[src/rtl/gpsbb_pkg.sv]
package gpsbb_pkg;
  // register offsets (byte addresses in I/O space)
  localparam logic [7:0]  OFF_CTRL_STAT = 8'h00;
  localparam logic [7:0]  OFF_IRQ_CTRL  = 8'h02;
  localparam logic [7:0]  OFF_UART_DATA = 8'h04;
  localparam logic [7:0]  OFF_IRQ_STAT  = 8'h06;
  localparam logic [7:0]  OFF_IRQ_MASK  = 8'h08;
  localparam logic [7:0]  OFF_IDENT     = 8'hFE;
  // interrupt control field positions, then the pulse bit of control/status
  localparam int BIT_UIEN = 0;
  localparam int BIT_PIEN = 1;
  localparam int BIT_MASTER_IRQ_ENABLE = 3;
  localparam int BIT_URTI = 4;
  localparam int BIT_PPS_CHANGE_PENDING = 5;
  localparam int BIT_IT   = 7;
  localparam int BIT_PPS  = 1;
  // status event bits
  localparam int EV_PPS_CHG = 0;
  localparam int EV_RX_DATA = 1;
  localparam int EV_RX_OVF  = 2;
  localparam logic [15:0] FIFO_EMPTY_WORD = 16'h00FF;
  localparam logic [15:0] IDENT_RESET     = 16'h0000;
  localparam logic [2:0]  EV_MASK_RESET   = 3'h0;
  // timing
  localparam longint CLK_HZ        = 25000000;
  localparam longint PPS_TMO_MS    = 1300;
  localparam int     PPS_TMO_CYC   = int'((PPS_TMO_MS * CLK_HZ) / 1000);
  localparam int     BAUD          = 9600;
  localparam logic [11:0] BIT_CYC  = 12'(CLK_HZ / BAUD);
  localparam int     FIFO_DEPTH    = 512;
  localparam int     FIFO_AW       = 9;

  typedef struct packed {
    logic [7:0]  addr;
    logic [15:0] wdata;
    logic        wr;
    logic        rd;
  } gpsbb_bus_type;

  typedef enum logic [1:0] {TX_IDLE, TX_SHIFT} gpsbb_tx_type;
  typedef enum logic [1:0] {RX_IDLE, RX_SHIFT} gpsbb_rx_type;
endpackage

[src/rtl/gpsbb_fifo_mem.sv]
`timescale 1ns/1ps
// byte memory for the receive queue, registered read port
module gpsbb_fifo_mem (
  input  wire logic                        sys_clk_in,
  input  wire logic                        we_in,
  input  wire logic [gpsbb_pkg::FIFO_AW-1:0] waddr_in,
  input  wire logic [7:0]                  wdata_in,
  input  wire logic [gpsbb_pkg::FIFO_AW-1:0] raddr_in,
  output logic      [7:0]                  rdata_out
);
  logic [7:0] mem [gpsbb_pkg::FIFO_DEPTH];

  // no reset: contents are only meaningful once written
  always_ff @(posedge sys_clk_in) begin
    if (we_in) begin
      mem[waddr_in] <= wdata_in;
    end
    rdata_out <= mem[raddr_in];
  end
endmodule

[src/rtl/gpsbb_top.sv]
// Added by the designer: the register offsets and the strobed register port.
`timescale 1ns/1ps
module gpsbb_top (
  input  wire logic        sys_clk_in,
  input  wire logic        nrst_in,
  input  wire logic [7:0]  addr_in,
  input  wire logic [15:0] wdata_in,
  input  wire logic        wr_in,
  input  wire logic        rd_in,
  input  wire logic        iospace_in,
  input  wire logic        iack_in,
  input  wire logic        pps_in,
  input  wire logic        rx_in,
  input  wire logic [15:0] ident_in,
  output logic      [15:0] rdata_out,
  output logic      [7:0]  vector_out,
  output logic             vector_valid_out,
  output logic             irq_out,
  output logic             tx_out,
  output logic             pps_active_flag_out,
  output logic             pps_lamp_out,
  output logic             ident_sel_out,
  output logic      [15:0] ident_wdata_out
);
  typedef struct packed {
    // pulse watch and activity, interrupt control, read data, vector and ident
    logic [1:0]  pps_sync;
    logic        pps_prev;
    logic [26:0] wdog;
    logic        act;
    logic        uien;
    logic        pien;
    logic        master_irq_enable;
    logic        it;
    logic        pps_change_pending;
    logic        urti;
    logic [2:0]  ev_stat;
    logic [2:0]  ev_mask;
    logic [15:0] rdata;
    logic [7:0]  vector;
    logic        vec_vld;
    logic [15:0] ident;
    // serial transmit
    gpsbb_pkg::gpsbb_tx_type tx_st;
    logic [11:0] tx_cnt;
    logic [3:0]  tx_bit;
    logic [9:0]  tx_sh;
    logic [7:0]  tx_pend;
    logic        tx_full;
    // serial receive and queue pointers
    gpsbb_pkg::gpsbb_rx_type rx_st;
    logic [1:0]  rx_sync;
    logic [11:0] rx_cnt;
    logic [3:0]  rx_bit;
    logic [7:0]  rx_sh;
    logic [gpsbb_pkg::FIFO_AW:0] wp;
    logic [gpsbb_pkg::FIFO_AW:0] rp;
    logic        pop_pend;
  } gpsbb_state_type;

  gpsbb_state_type         s_q, s_d;
  gpsbb_pkg::gpsbb_bus_type bus;
  logic                    fifo_we;
  logic [7:0]              fifo_rdata;
  logic [7:0]              fifo_wbyte;

  // byte count in the queue
  function automatic logic [gpsbb_pkg::FIFO_AW:0] fill_of(
      input logic [gpsbb_pkg::FIFO_AW:0] wp, input logic [gpsbb_pkg::FIFO_AW:0] rp);
    fill_of = wp - rp;
  endfunction

  // I/O space address match
  function automatic logic hit(input logic io, input logic [7:0] a, input logic [7:0] off);
    hit = io && (a == off);
  endfunction

  // write strobe aimed at one register; strobes outside I/O space never land
  function automatic logic wr_hit(input gpsbb_pkg::gpsbb_bus_type b, input logic io,
      input logic [7:0] off);
    wr_hit = b.wr && hit(io, b.addr, off);
  endfunction

  // pointers carry one extra bit so that full and empty differ
  function automatic logic [gpsbb_pkg::FIFO_AW:0] ptr_inc(
      input logic [gpsbb_pkg::FIFO_AW:0] p);
    ptr_inc = p + 10'h1;
  endfunction

  // last count of one bit time, shared by both serial directions
  function automatic logic [11:0] bit_last();
    bit_last = gpsbb_pkg::BIT_CYC - 12'h1;
  endfunction

  // low byte of interrupt control; read back and handed out as the vector
  function automatic logic [7:0] icr_byte(input gpsbb_state_type s);
    logic [7:0] v;
    v = 8'h00;
    v[gpsbb_pkg::BIT_UIEN] = s.uien;
    v[gpsbb_pkg::BIT_PIEN] = s.pien;
    v[gpsbb_pkg::BIT_MASTER_IRQ_ENABLE] = s.master_irq_enable;
    v[gpsbb_pkg::BIT_URTI] = s.urti;
    v[gpsbb_pkg::BIT_PPS_CHANGE_PENDING] = s.pps_change_pending;
    v[gpsbb_pkg::BIT_IT]   = s.it;
    return v;
  endfunction

  assign bus = '{addr: addr_in, wdata: wdata_in, wr: wr_in, rd: rd_in};

  gpsbb_fifo_mem u_mem (
    .sys_clk_in (sys_clk_in),
    .we_in      (fifo_we),
    .waddr_in   (s_q.wp[gpsbb_pkg::FIFO_AW-1:0]),
    .wdata_in   (fifo_wbyte),
    .raddr_in   (s_q.rp[gpsbb_pkg::FIFO_AW-1:0]),
    .rdata_out  (fifo_rdata)
  );

  // next-state logic for the whole block
  always_comb begin
    // per-cycle helper terms
    logic pps_rise;
    logic act_n;
    logic act_chg;
    logic fifo_empty;
    logic fifo_full;
    logic rx_done;
    logic [2:0] ev_set;
    // every field holds unless a line below moves it; pop_pend, rdata and vec_vld return to zero each cycle
    s_d = s_q;
    pps_rise = 1'b0;
    act_n = s_q.act;
    act_chg = 1'b0;
    fifo_empty = 1'b0;
    fifo_full = 1'b0;
    rx_done = 1'b0;
    ev_set = 3'h0;
    fifo_we = 1'b0;
    fifo_wbyte = s_q.rx_sh;

    // pulse watch: two-stage sync, then edge
    s_d.pps_sync = {s_q.pps_sync[0], pps_in};
    s_d.pps_prev = s_q.pps_sync[1];
    pps_rise = s_q.pps_sync[1] && !s_q.pps_prev;
    // watchdog restarted by each pulse
    if (pps_rise) begin
      s_d.wdog = 27'(gpsbb_pkg::PPS_TMO_CYC);
      act_n = 1'b1;
    end else if (s_q.wdog != 27'h0) begin
      s_d.wdog = s_q.wdog - 27'h1;
      if (s_q.wdog == 27'h1) begin
        act_n = 1'b0;
      end
    end
    s_d.act = act_n;
    act_chg = act_n != s_q.act;

    // serial receive, 8N1, mid-bit sampling
    s_d.rx_sync = {s_q.rx_sync[0], rx_in};
    unique case (s_q.rx_st)
      // a low level on the resting line is taken as a start bit
      gpsbb_pkg::RX_IDLE: begin
        if (!s_q.rx_sync[1]) begin
          s_d.rx_st = gpsbb_pkg::RX_SHIFT;
          s_d.rx_cnt = {1'b0, gpsbb_pkg::BIT_CYC[11:1]};
          s_d.rx_bit = 4'h0;
        end
      end
      // half a bit first, so every later sample lands mid-bit
      gpsbb_pkg::RX_SHIFT: begin
        if (s_q.rx_cnt != 12'h0) begin
          s_d.rx_cnt = s_q.rx_cnt - 12'h1;
        end else begin
          s_d.rx_cnt = bit_last();
          s_d.rx_bit = s_q.rx_bit + 4'h1;
          if (s_q.rx_bit == 4'h0 && s_q.rx_sync[1]) begin
            s_d.rx_st = gpsbb_pkg::RX_IDLE; // false start
          end else if (s_q.rx_bit == 4'h9) begin
            s_d.rx_st = gpsbb_pkg::RX_IDLE;
            rx_done = s_q.rx_sync[1]; // drop bytes with bad stop bit
          end else if (s_q.rx_bit != 4'h0) begin
            s_d.rx_sh = {s_q.rx_sync[1], s_q.rx_sh[7:1]};
          end
        end
      end
      default: s_d.rx_st = gpsbb_pkg::RX_IDLE;
    endcase

    // queue received bytes; overflow drops the new byte
    fifo_full = fill_of(s_q.wp, s_q.rp) == 10'(gpsbb_pkg::FIFO_DEPTH);
    fifo_empty = s_q.wp == s_q.rp;
    if (rx_done) begin
      if (!fifo_full) begin
        fifo_we = 1'b1;
        s_d.wp = ptr_inc(s_q.wp);
        ev_set[gpsbb_pkg::EV_RX_DATA] = 1'b1;
      end else begin
        ev_set[gpsbb_pkg::EV_RX_OVF] = 1'b1;
      end
    end

    // serial transmit with one pending byte
    unique case (s_q.tx_st)
      // pending byte moves into the shifter framed by start and stop bits
      gpsbb_pkg::TX_IDLE: begin
        if (s_q.tx_full) begin
          s_d.tx_sh = {1'b1, s_q.tx_pend, 1'b0};
          s_d.tx_full = 1'b0;
          s_d.tx_cnt = bit_last();
          s_d.tx_bit = 4'h0;
          s_d.tx_st = gpsbb_pkg::TX_SHIFT;
        end
      end
      // one full bit time per shift; ones fill in behind the stop bit
      gpsbb_pkg::TX_SHIFT: begin
        if (s_q.tx_cnt != 12'h0) begin
          s_d.tx_cnt = s_q.tx_cnt - 12'h1;
        end else begin
          s_d.tx_cnt = bit_last();
          s_d.tx_sh = {1'b1, s_q.tx_sh[9:1]};
          s_d.tx_bit = s_q.tx_bit + 4'h1;
          if (s_q.tx_bit == 4'h9) begin
            s_d.tx_st = gpsbb_pkg::TX_IDLE;
          end
        end
      end
      default: s_d.tx_st = gpsbb_pkg::TX_IDLE;
    endcase

    // the popped byte appears from memory one cycle after the read
    s_d.pop_pend = 1'b0;
    s_d.rdata = 16'h0000;
    s_d.vec_vld = 1'b0;

    // register writes
    if (wr_hit(bus, iospace_in, gpsbb_pkg::OFF_IRQ_CTRL)) begin
      s_d.uien = bus.wdata[gpsbb_pkg::BIT_UIEN];
      s_d.pien = bus.wdata[gpsbb_pkg::BIT_PIEN];
      s_d.master_irq_enable = bus.wdata[gpsbb_pkg::BIT_MASTER_IRQ_ENABLE];
      s_d.it   = bus.wdata[gpsbb_pkg::BIT_IT];
      if (bus.wdata[gpsbb_pkg::BIT_PPS_CHANGE_PENDING]) begin
        s_d.pps_change_pending = 1'b0;
      end
      if (bus.wdata[gpsbb_pkg::BIT_URTI]) begin
        s_d.urti = 1'b0;
      end
    end
    // only one byte waits; software must pace its writes to the line rate
    if (wr_hit(bus, iospace_in, gpsbb_pkg::OFF_UART_DATA)) begin
      s_d.tx_pend = bus.wdata[7:0]; // a byte written while busy replaces the pending one
      s_d.tx_full = 1'b1;
    end
    // a set mask bit lets its status bit onto the request line
    if (wr_hit(bus, iospace_in, gpsbb_pkg::OFF_IRQ_MASK)) begin
      s_d.ev_mask = bus.wdata[2:0];
    end
    // word drives the serial id memory lines directly
    if (wr_hit(bus, iospace_in, gpsbb_pkg::OFF_IDENT)) begin
      s_d.ident = bus.wdata;
    end

    // register reads, answered in the next cycle
    if (bus.rd && iospace_in) begin
      unique case (bus.addr)
        gpsbb_pkg::OFF_CTRL_STAT: s_d.rdata[gpsbb_pkg::BIT_PPS] = s_q.act;
        gpsbb_pkg::OFF_IRQ_CTRL: s_d.rdata = {8'h00, icr_byte(s_q)};
        gpsbb_pkg::OFF_UART_DATA: begin
          if (fifo_empty) begin
            s_d.rdata = gpsbb_pkg::FIFO_EMPTY_WORD;
          end else begin
            s_d.pop_pend = 1'b1;
            s_d.rp = ptr_inc(s_q.rp);
          end
        end
        // an event in the same cycle is not lost: it is or-ed in below
        gpsbb_pkg::OFF_IRQ_STAT: begin
          s_d.rdata[2:0] = s_q.ev_stat;
          s_d.ev_stat = 3'h0; // cleared by the read
        end
        gpsbb_pkg::OFF_IRQ_MASK: s_d.rdata[2:0] = s_q.ev_mask;
        gpsbb_pkg::OFF_IDENT:    s_d.rdata = ident_in;
        default:                 s_d.rdata = 16'h0000;
      endcase
    end

    // pending flags: set wins over a same-cycle clear
    ev_set[gpsbb_pkg::EV_PPS_CHG] = act_chg;
    if (act_chg && s_q.pien) begin
      s_d.pps_change_pending = 1'b1;
    end
    if (rx_done && !fifo_full && s_q.uien && fifo_empty) begin
      s_d.urti = 1'b1; // rises only when data becomes present
    end
    s_d.ev_stat = s_d.ev_stat | ev_set;

    // vectored acknowledge: hand out vector, drop master enable
    if (iack_in && s_q.master_irq_enable && s_q.it && (s_q.pps_change_pending || s_q.urti)) begin
      s_d.vector = icr_byte(s_q);
      s_d.vec_vld = 1'b1;
      s_d.master_irq_enable = 1'b0;
    end
  end

  // single state register
  always_ff @(posedge sys_clk_in or negedge nrst_in) begin
    if (!nrst_in) begin
      // serial line and its receive sync rest high, so no false start
      s_q <= '{tx_st: gpsbb_pkg::TX_IDLE, rx_st: gpsbb_pkg::RX_IDLE,
               tx_sh: 10'h3FF, rx_sync: 2'h3, ev_mask: gpsbb_pkg::EV_MASK_RESET,
               ident: gpsbb_pkg::IDENT_RESET, default: '0};
    end else begin
      s_q <= s_d;
    end
  end

  // outputs; popped byte is taken from the memory register
  assign rdata_out           = s_q.pop_pend ? {8'h00, fifo_rdata} : s_q.rdata;
  assign vector_out          = s_q.vector;
  assign vector_valid_out    = s_q.vec_vld;
  // type A holds the request until cleared; type C drops it through master_irq_enable
  assign irq_out             = (s_q.master_irq_enable && (s_q.pps_change_pending || s_q.urti))
                               || |(s_q.ev_stat & s_q.ev_mask);
  assign tx_out              = s_q.tx_sh[0];
  assign pps_active_flag_out = s_q.act;
  assign pps_lamp_out        = s_q.act;
  assign ident_sel_out       = s_q.ident[1];
  assign ident_wdata_out     = s_q.ident;
endmodule

[config.mk]
export PLATFORM = sky130hd
export DESIGN_NAME = gpsbb_top
export DESIGN_NICKNAME = d
export VERILOG_FILES = /design/src/rtl/gpsbb_pkg.sv /design/src/rtl/gpsbb_fifo_mem.sv /design/src/rtl/gpsbb_top.sv
export SDC_FILE = /design/constraint.sdc
export NUM_CORES = 2
export LEC_CHECK = 0
export BUFFER_PORTS_ARGS = -buffer_cell sky130_fd_sc_hd__buf_2
export CORE_ASPECT_RATIO = 0.9
export CORE_MARGIN = 2
export CORE_UTILIZATION = 55
export DETAILED_ROUTE_END_ITERATION = 10
export PLACE_DENSITY = 0.72
export SYNTH_ARGS = -nofsm -noshare
export SYNTH_HDL_FRONTEND = slang
export SYNTH_SLANG_ARGS = --single-unit
export TNS_END_PERCENT = 1
[constraint.sdc]
create_clock -name sys_clk_in -period 14.35 [get_ports sys_clk_in]
set_input_delay 0.7175 -clock sys_clk_in [delete_from_list [all_inputs] [get_ports sys_clk_in]]
set_output_delay 0.7175 -clock sys_clk_in [all_outputs]
set_load 0.01 [all_outputs]
==> results.json <==
{
  "critPathLaunchType": "flop",
  "setup_slack_ns": 7.70,
  "syn_area_um2": 168000,
  "clk_latency_ns": 0.95,
  "r2r_end": "u_mem.mem[419][2]$_DFFE_PP_",
  "crit_chain": "inv_6 -> ha_1 -> nor2b_1 -> o211ai_1 -> nand2_1 -> a211oi_1 -> a311oi_1 -> o41ai_4 -> buf_4 -> buf_12 -> buf_4 -> nor3_1 -> buf_4",
  "worstPathBufferInverterCount": 5,
  "dp_hpwl_um": 260000,
  "root_buffer": "clkbuf_16",
  "synth_edf_count": 4096,
  "ant_nets": 0,
  "post-place-ws_ns": 7.90,
  "violations": "max-capacitance violations, max-slew violations",
  "drtIter0Drc": 13800,
  "worstSetupEndpointType": "flop",
  "wire_per_inst_um": 34.4,
  "ys_seq_area_frac": 0.759,
  "critPathMaxFanout": 167,
  "syn_inst": 8259,
  "die_x_um": 586,
  "reg2reg_depth": 13,
  "htreeDepth": 5,
  "fin_setup_tns_ns": 0,
  "antenna_found_initial": 25,
  "grt_pass1_wl_um": 638000,
  "crit_family": "buffers and inverters",
  "drive_above_1_share": 0.254,
  "core_um2": 304000,
  "ys.flop_type": "edfxtp_1",
  "max-vdd-ir-drop_mv": 0.119,
  "crit_end": "u_mem.mem[419][2]$_DFFE_PP_",
  "r2r-start": "s_q[2]$_DFFE_PN0P_",
  "fin_area_um2": 188000,
  "io_pins": 94,
  "placed_cell_area_um2": 174000,
  "cts.sinks": 4269,
  "syn_to_final_growth_pct": 12.0,
  "relSlewSlack": -0.0370,
  "cts_buffer_depth": 4,
  "leakage_uw": 0.0488,
  "gp_congestion": 0.903,
  "period_minus_slack_ns": 6.65,
  "die_y_um": 528,
  "wirelength_um": 447000,
  "fmax_ghz": 0.150,
  "slew_viol_final": 2,
  "power.density_nw_per_um2": 131,
  "finalSetupViolCount": 0,
  "drtPass1Iterations": 6,
  "r2r_slack_ns": 7.70,
  "clk_pin_slew_ns": 0.07,
  "syn_area_per_cell_um2": 20.3,
  "tightest_slew_ns": 1.53,
  "die_area_um2": 309000,
  "cp.depth": 13,
  "cts_tree": "yes",
  "crit_required_ns": 15.05,
  "synth_seq_cells": 4269,
  "skew_ns": 0.0765,
  "cp_common_cell": "buf_4",
  "timing_hold_violations_final": 0,
  "hp-class": "in2reg",
  "cpPeakStageDelay_ns": 0.89,
  "crit_type": "reg2reg",
  "drc": 0,
  "synth_cell_types": 84,
  "grt-ovfl-total": 0,
  "status": "finished with violations",
  "timing.max_cap.violations": 1,
  "avgViaCountPerCell": 6.83,
  "startpoint": "s_q[2]$_DFFE_PN0P_",
  "cts-buffers-inserted": 401,
  "vias": 88900,
  "nNetsFinal": 8671,
  "rsz0062_at_grt": "no",
  "num_rows": 192,
  "grt_usage": 0.289,
  "slowest_stage": "buf_4",
  "yosys_warnings": 0,
  "grt_pass1_vias": 86600,
  "async_flop_share": 0.0387,
  "start_util": 0.552,
  "critical_path_arrival_ns": 7.35,
  "grt_max_degree": 219,
  "hold_path_depth": 3,
  "port_buffers": 91,
  "period_share": 0.463
}
==> worst min-delay path by stage <==
stage | startpoint | end | slack (ns)
after floorplan | s_d[169]$_DFF_PN0_ | s_d[167]$_DFF_PN0_ | 0.33
after global placement | s_d[46]$_DFF_PN1_ | s_q[46]$_DFF_PN1_ | 0.35
after detailed placement | s_d[46]$_DFF_PN1_ | s_q[46]$_DFF_PN1_ | 0.35
after CTS | wdata_in[7] | s_q[57]$_DFFE_PN0P_ | 0.01
after global routing | wdata_in[7] | s_q[57]$_DFFE_PN0P_ | 0.06
final | wdata_in[7] | s_q[57]$_DFFE_PN0P_ | 0.07
==> logic make-up (layout without fill, tap and decap cells) <==
logic type	count (synthesis)	count (layout)	synth area share
adders and majority gates	26	26	0.00194
and+or+nand+nor	1211	1211	0.0350
DFF	4269	4269	0.759
other	1	19	0.0000224
xor gates and xnor gates	50	50	0.00261
buffers and inverters	587	1257	0.0168
muxes	1424	1424	0.157
AOI/OAI and AO/OA	691	691	0.0278
==> placed cells by master (no fill, tap or decap), drive strengths merged, types with 78 or more instances in the layout <==
cell / Yosys / layout
edfxtp: 4096 / 4096
mux4: 954 / 954
nor3: 534 / 534
clkbuf: 283 / 514
buf: 274 / 468
mux2i: 392 / 392
nand2: 313 / 313
dfrtp: 154 / 154
clkinv: 2 / 150
nor2: 143 / 143
a22oi: 114 / 114
a21oi: 113 / 113
o22ai: 111 / 111
o21ai: 111 / 111
mux2: 78 / 78
==> state kept, by name, indices dropped and copies added, names as in the netlist <==
signal,count
u_mem.mem,4096
s_q,129
ident_wdata_out,16
fifo_wbyte,8
u_mem.rdata_out,8
vector_out,6
s_d,3
pps_active_flag_out,1
tx_out,1
vector_valid_out,1
==> synth_stat cells, drive strengths merged (13+ instances only) <==
library cell | number | area share
a211oi | 35 | 0.0016
a21oi | 113 | 0.0034
a221oi | 41 | 0.0021
a22o | 13 | 0.00068
a22oi | 114 | 0.0051
a31oi | 22 | 0.00082
and2 | 16 | 0.00060
buf | 274 | 0.0098
clkbuf | 283 | 0.0063
dfrtp | 154 | 0.023
edfxtp | 4096 | 0.73
ha | 26 | 0.0019
inv | 28 | 0.00063
mux2 | 78 | 0.0052
mux2i | 392 | 0.023
mux4 | 954 | 0.13
nand2 | 313 | 0.0070
nand2b | 20 | 0.00075
nand3 | 49 | 0.0015
nand4 | 13 | 0.00048
nor2 | 143 | 0.0036
nor2b | 42 | 0.0016
nor3 | 534 | 0.016
nor4 | 22 | 0.00086
o211ai | 29 | 0.0013
o21ai | 111 | 0.0033
o221ai | 18 | 0.00094
o22ai | 111 | 0.0041
or3 | 17 | 0.00063
xnor2 | 29 | 0.0015
xor2 | 21 | 0.0011
==> report_power, final <==
| group | switching [µW] | total (µW) | internal (µW) |
|---|---|---|---|
| sequential | 35.2 | 13500 | 13500 |
| clock | 4550 | 10800 | 6210 |
| combinational | 224 | 380 | 156 |
==> cell type report <==
cell class / count / area [µm²]
Sequential cell: 4269 / 127000
Fill cell: 20500 / 116000
Multi-Input combinational cell: 3404 / 38200
Clock buffer: 512 / 11000
Tap cell: 4074 / 5100
Timing Repair Buffer: 491 / 3720
Clock inverter: 224 / 2320
Inverter: 30 / 130
Antenna cell: 17 / 42.5
==> worst min-delay path: stages <==
cell,delay (ns)
buf_2,0.11
nand2_1,0.05
o21ai_0,0.06
==> metrics by stage <==
stage,instances,total power (µW),utilization,hold slack [ns]
finish,13000,24700,0.619,0.0660
detailed placement,12200,14200,0.574,0.348
global placement,12200,14100,0.573,0.347
global route,13000,25200,0.619,0.0575
floorplan,8260,14100,-,0.331
CTS,13000,24700,0.618,0.0127
==> layer usage <==
layer | share of wire | vias to the layer above | GRT usage
met4 | 0.046 | 26 | 0.119
li1 | - | 35000 | -
met2 | 0.45 | 6391 | 0.425
met3 | 0.13 | 1027 | 0.0734
met5 | 0.00036 | - | 0
met1 | 0.38 | 46400 | 0.416
==> what timing repair did <==
item	CTS	global route
resized for setup	0	0
endpoints found under the hold margin	82	0
hold buffers	21	0
buffers inserted	0	0
(Power assumes the default switching activity.)
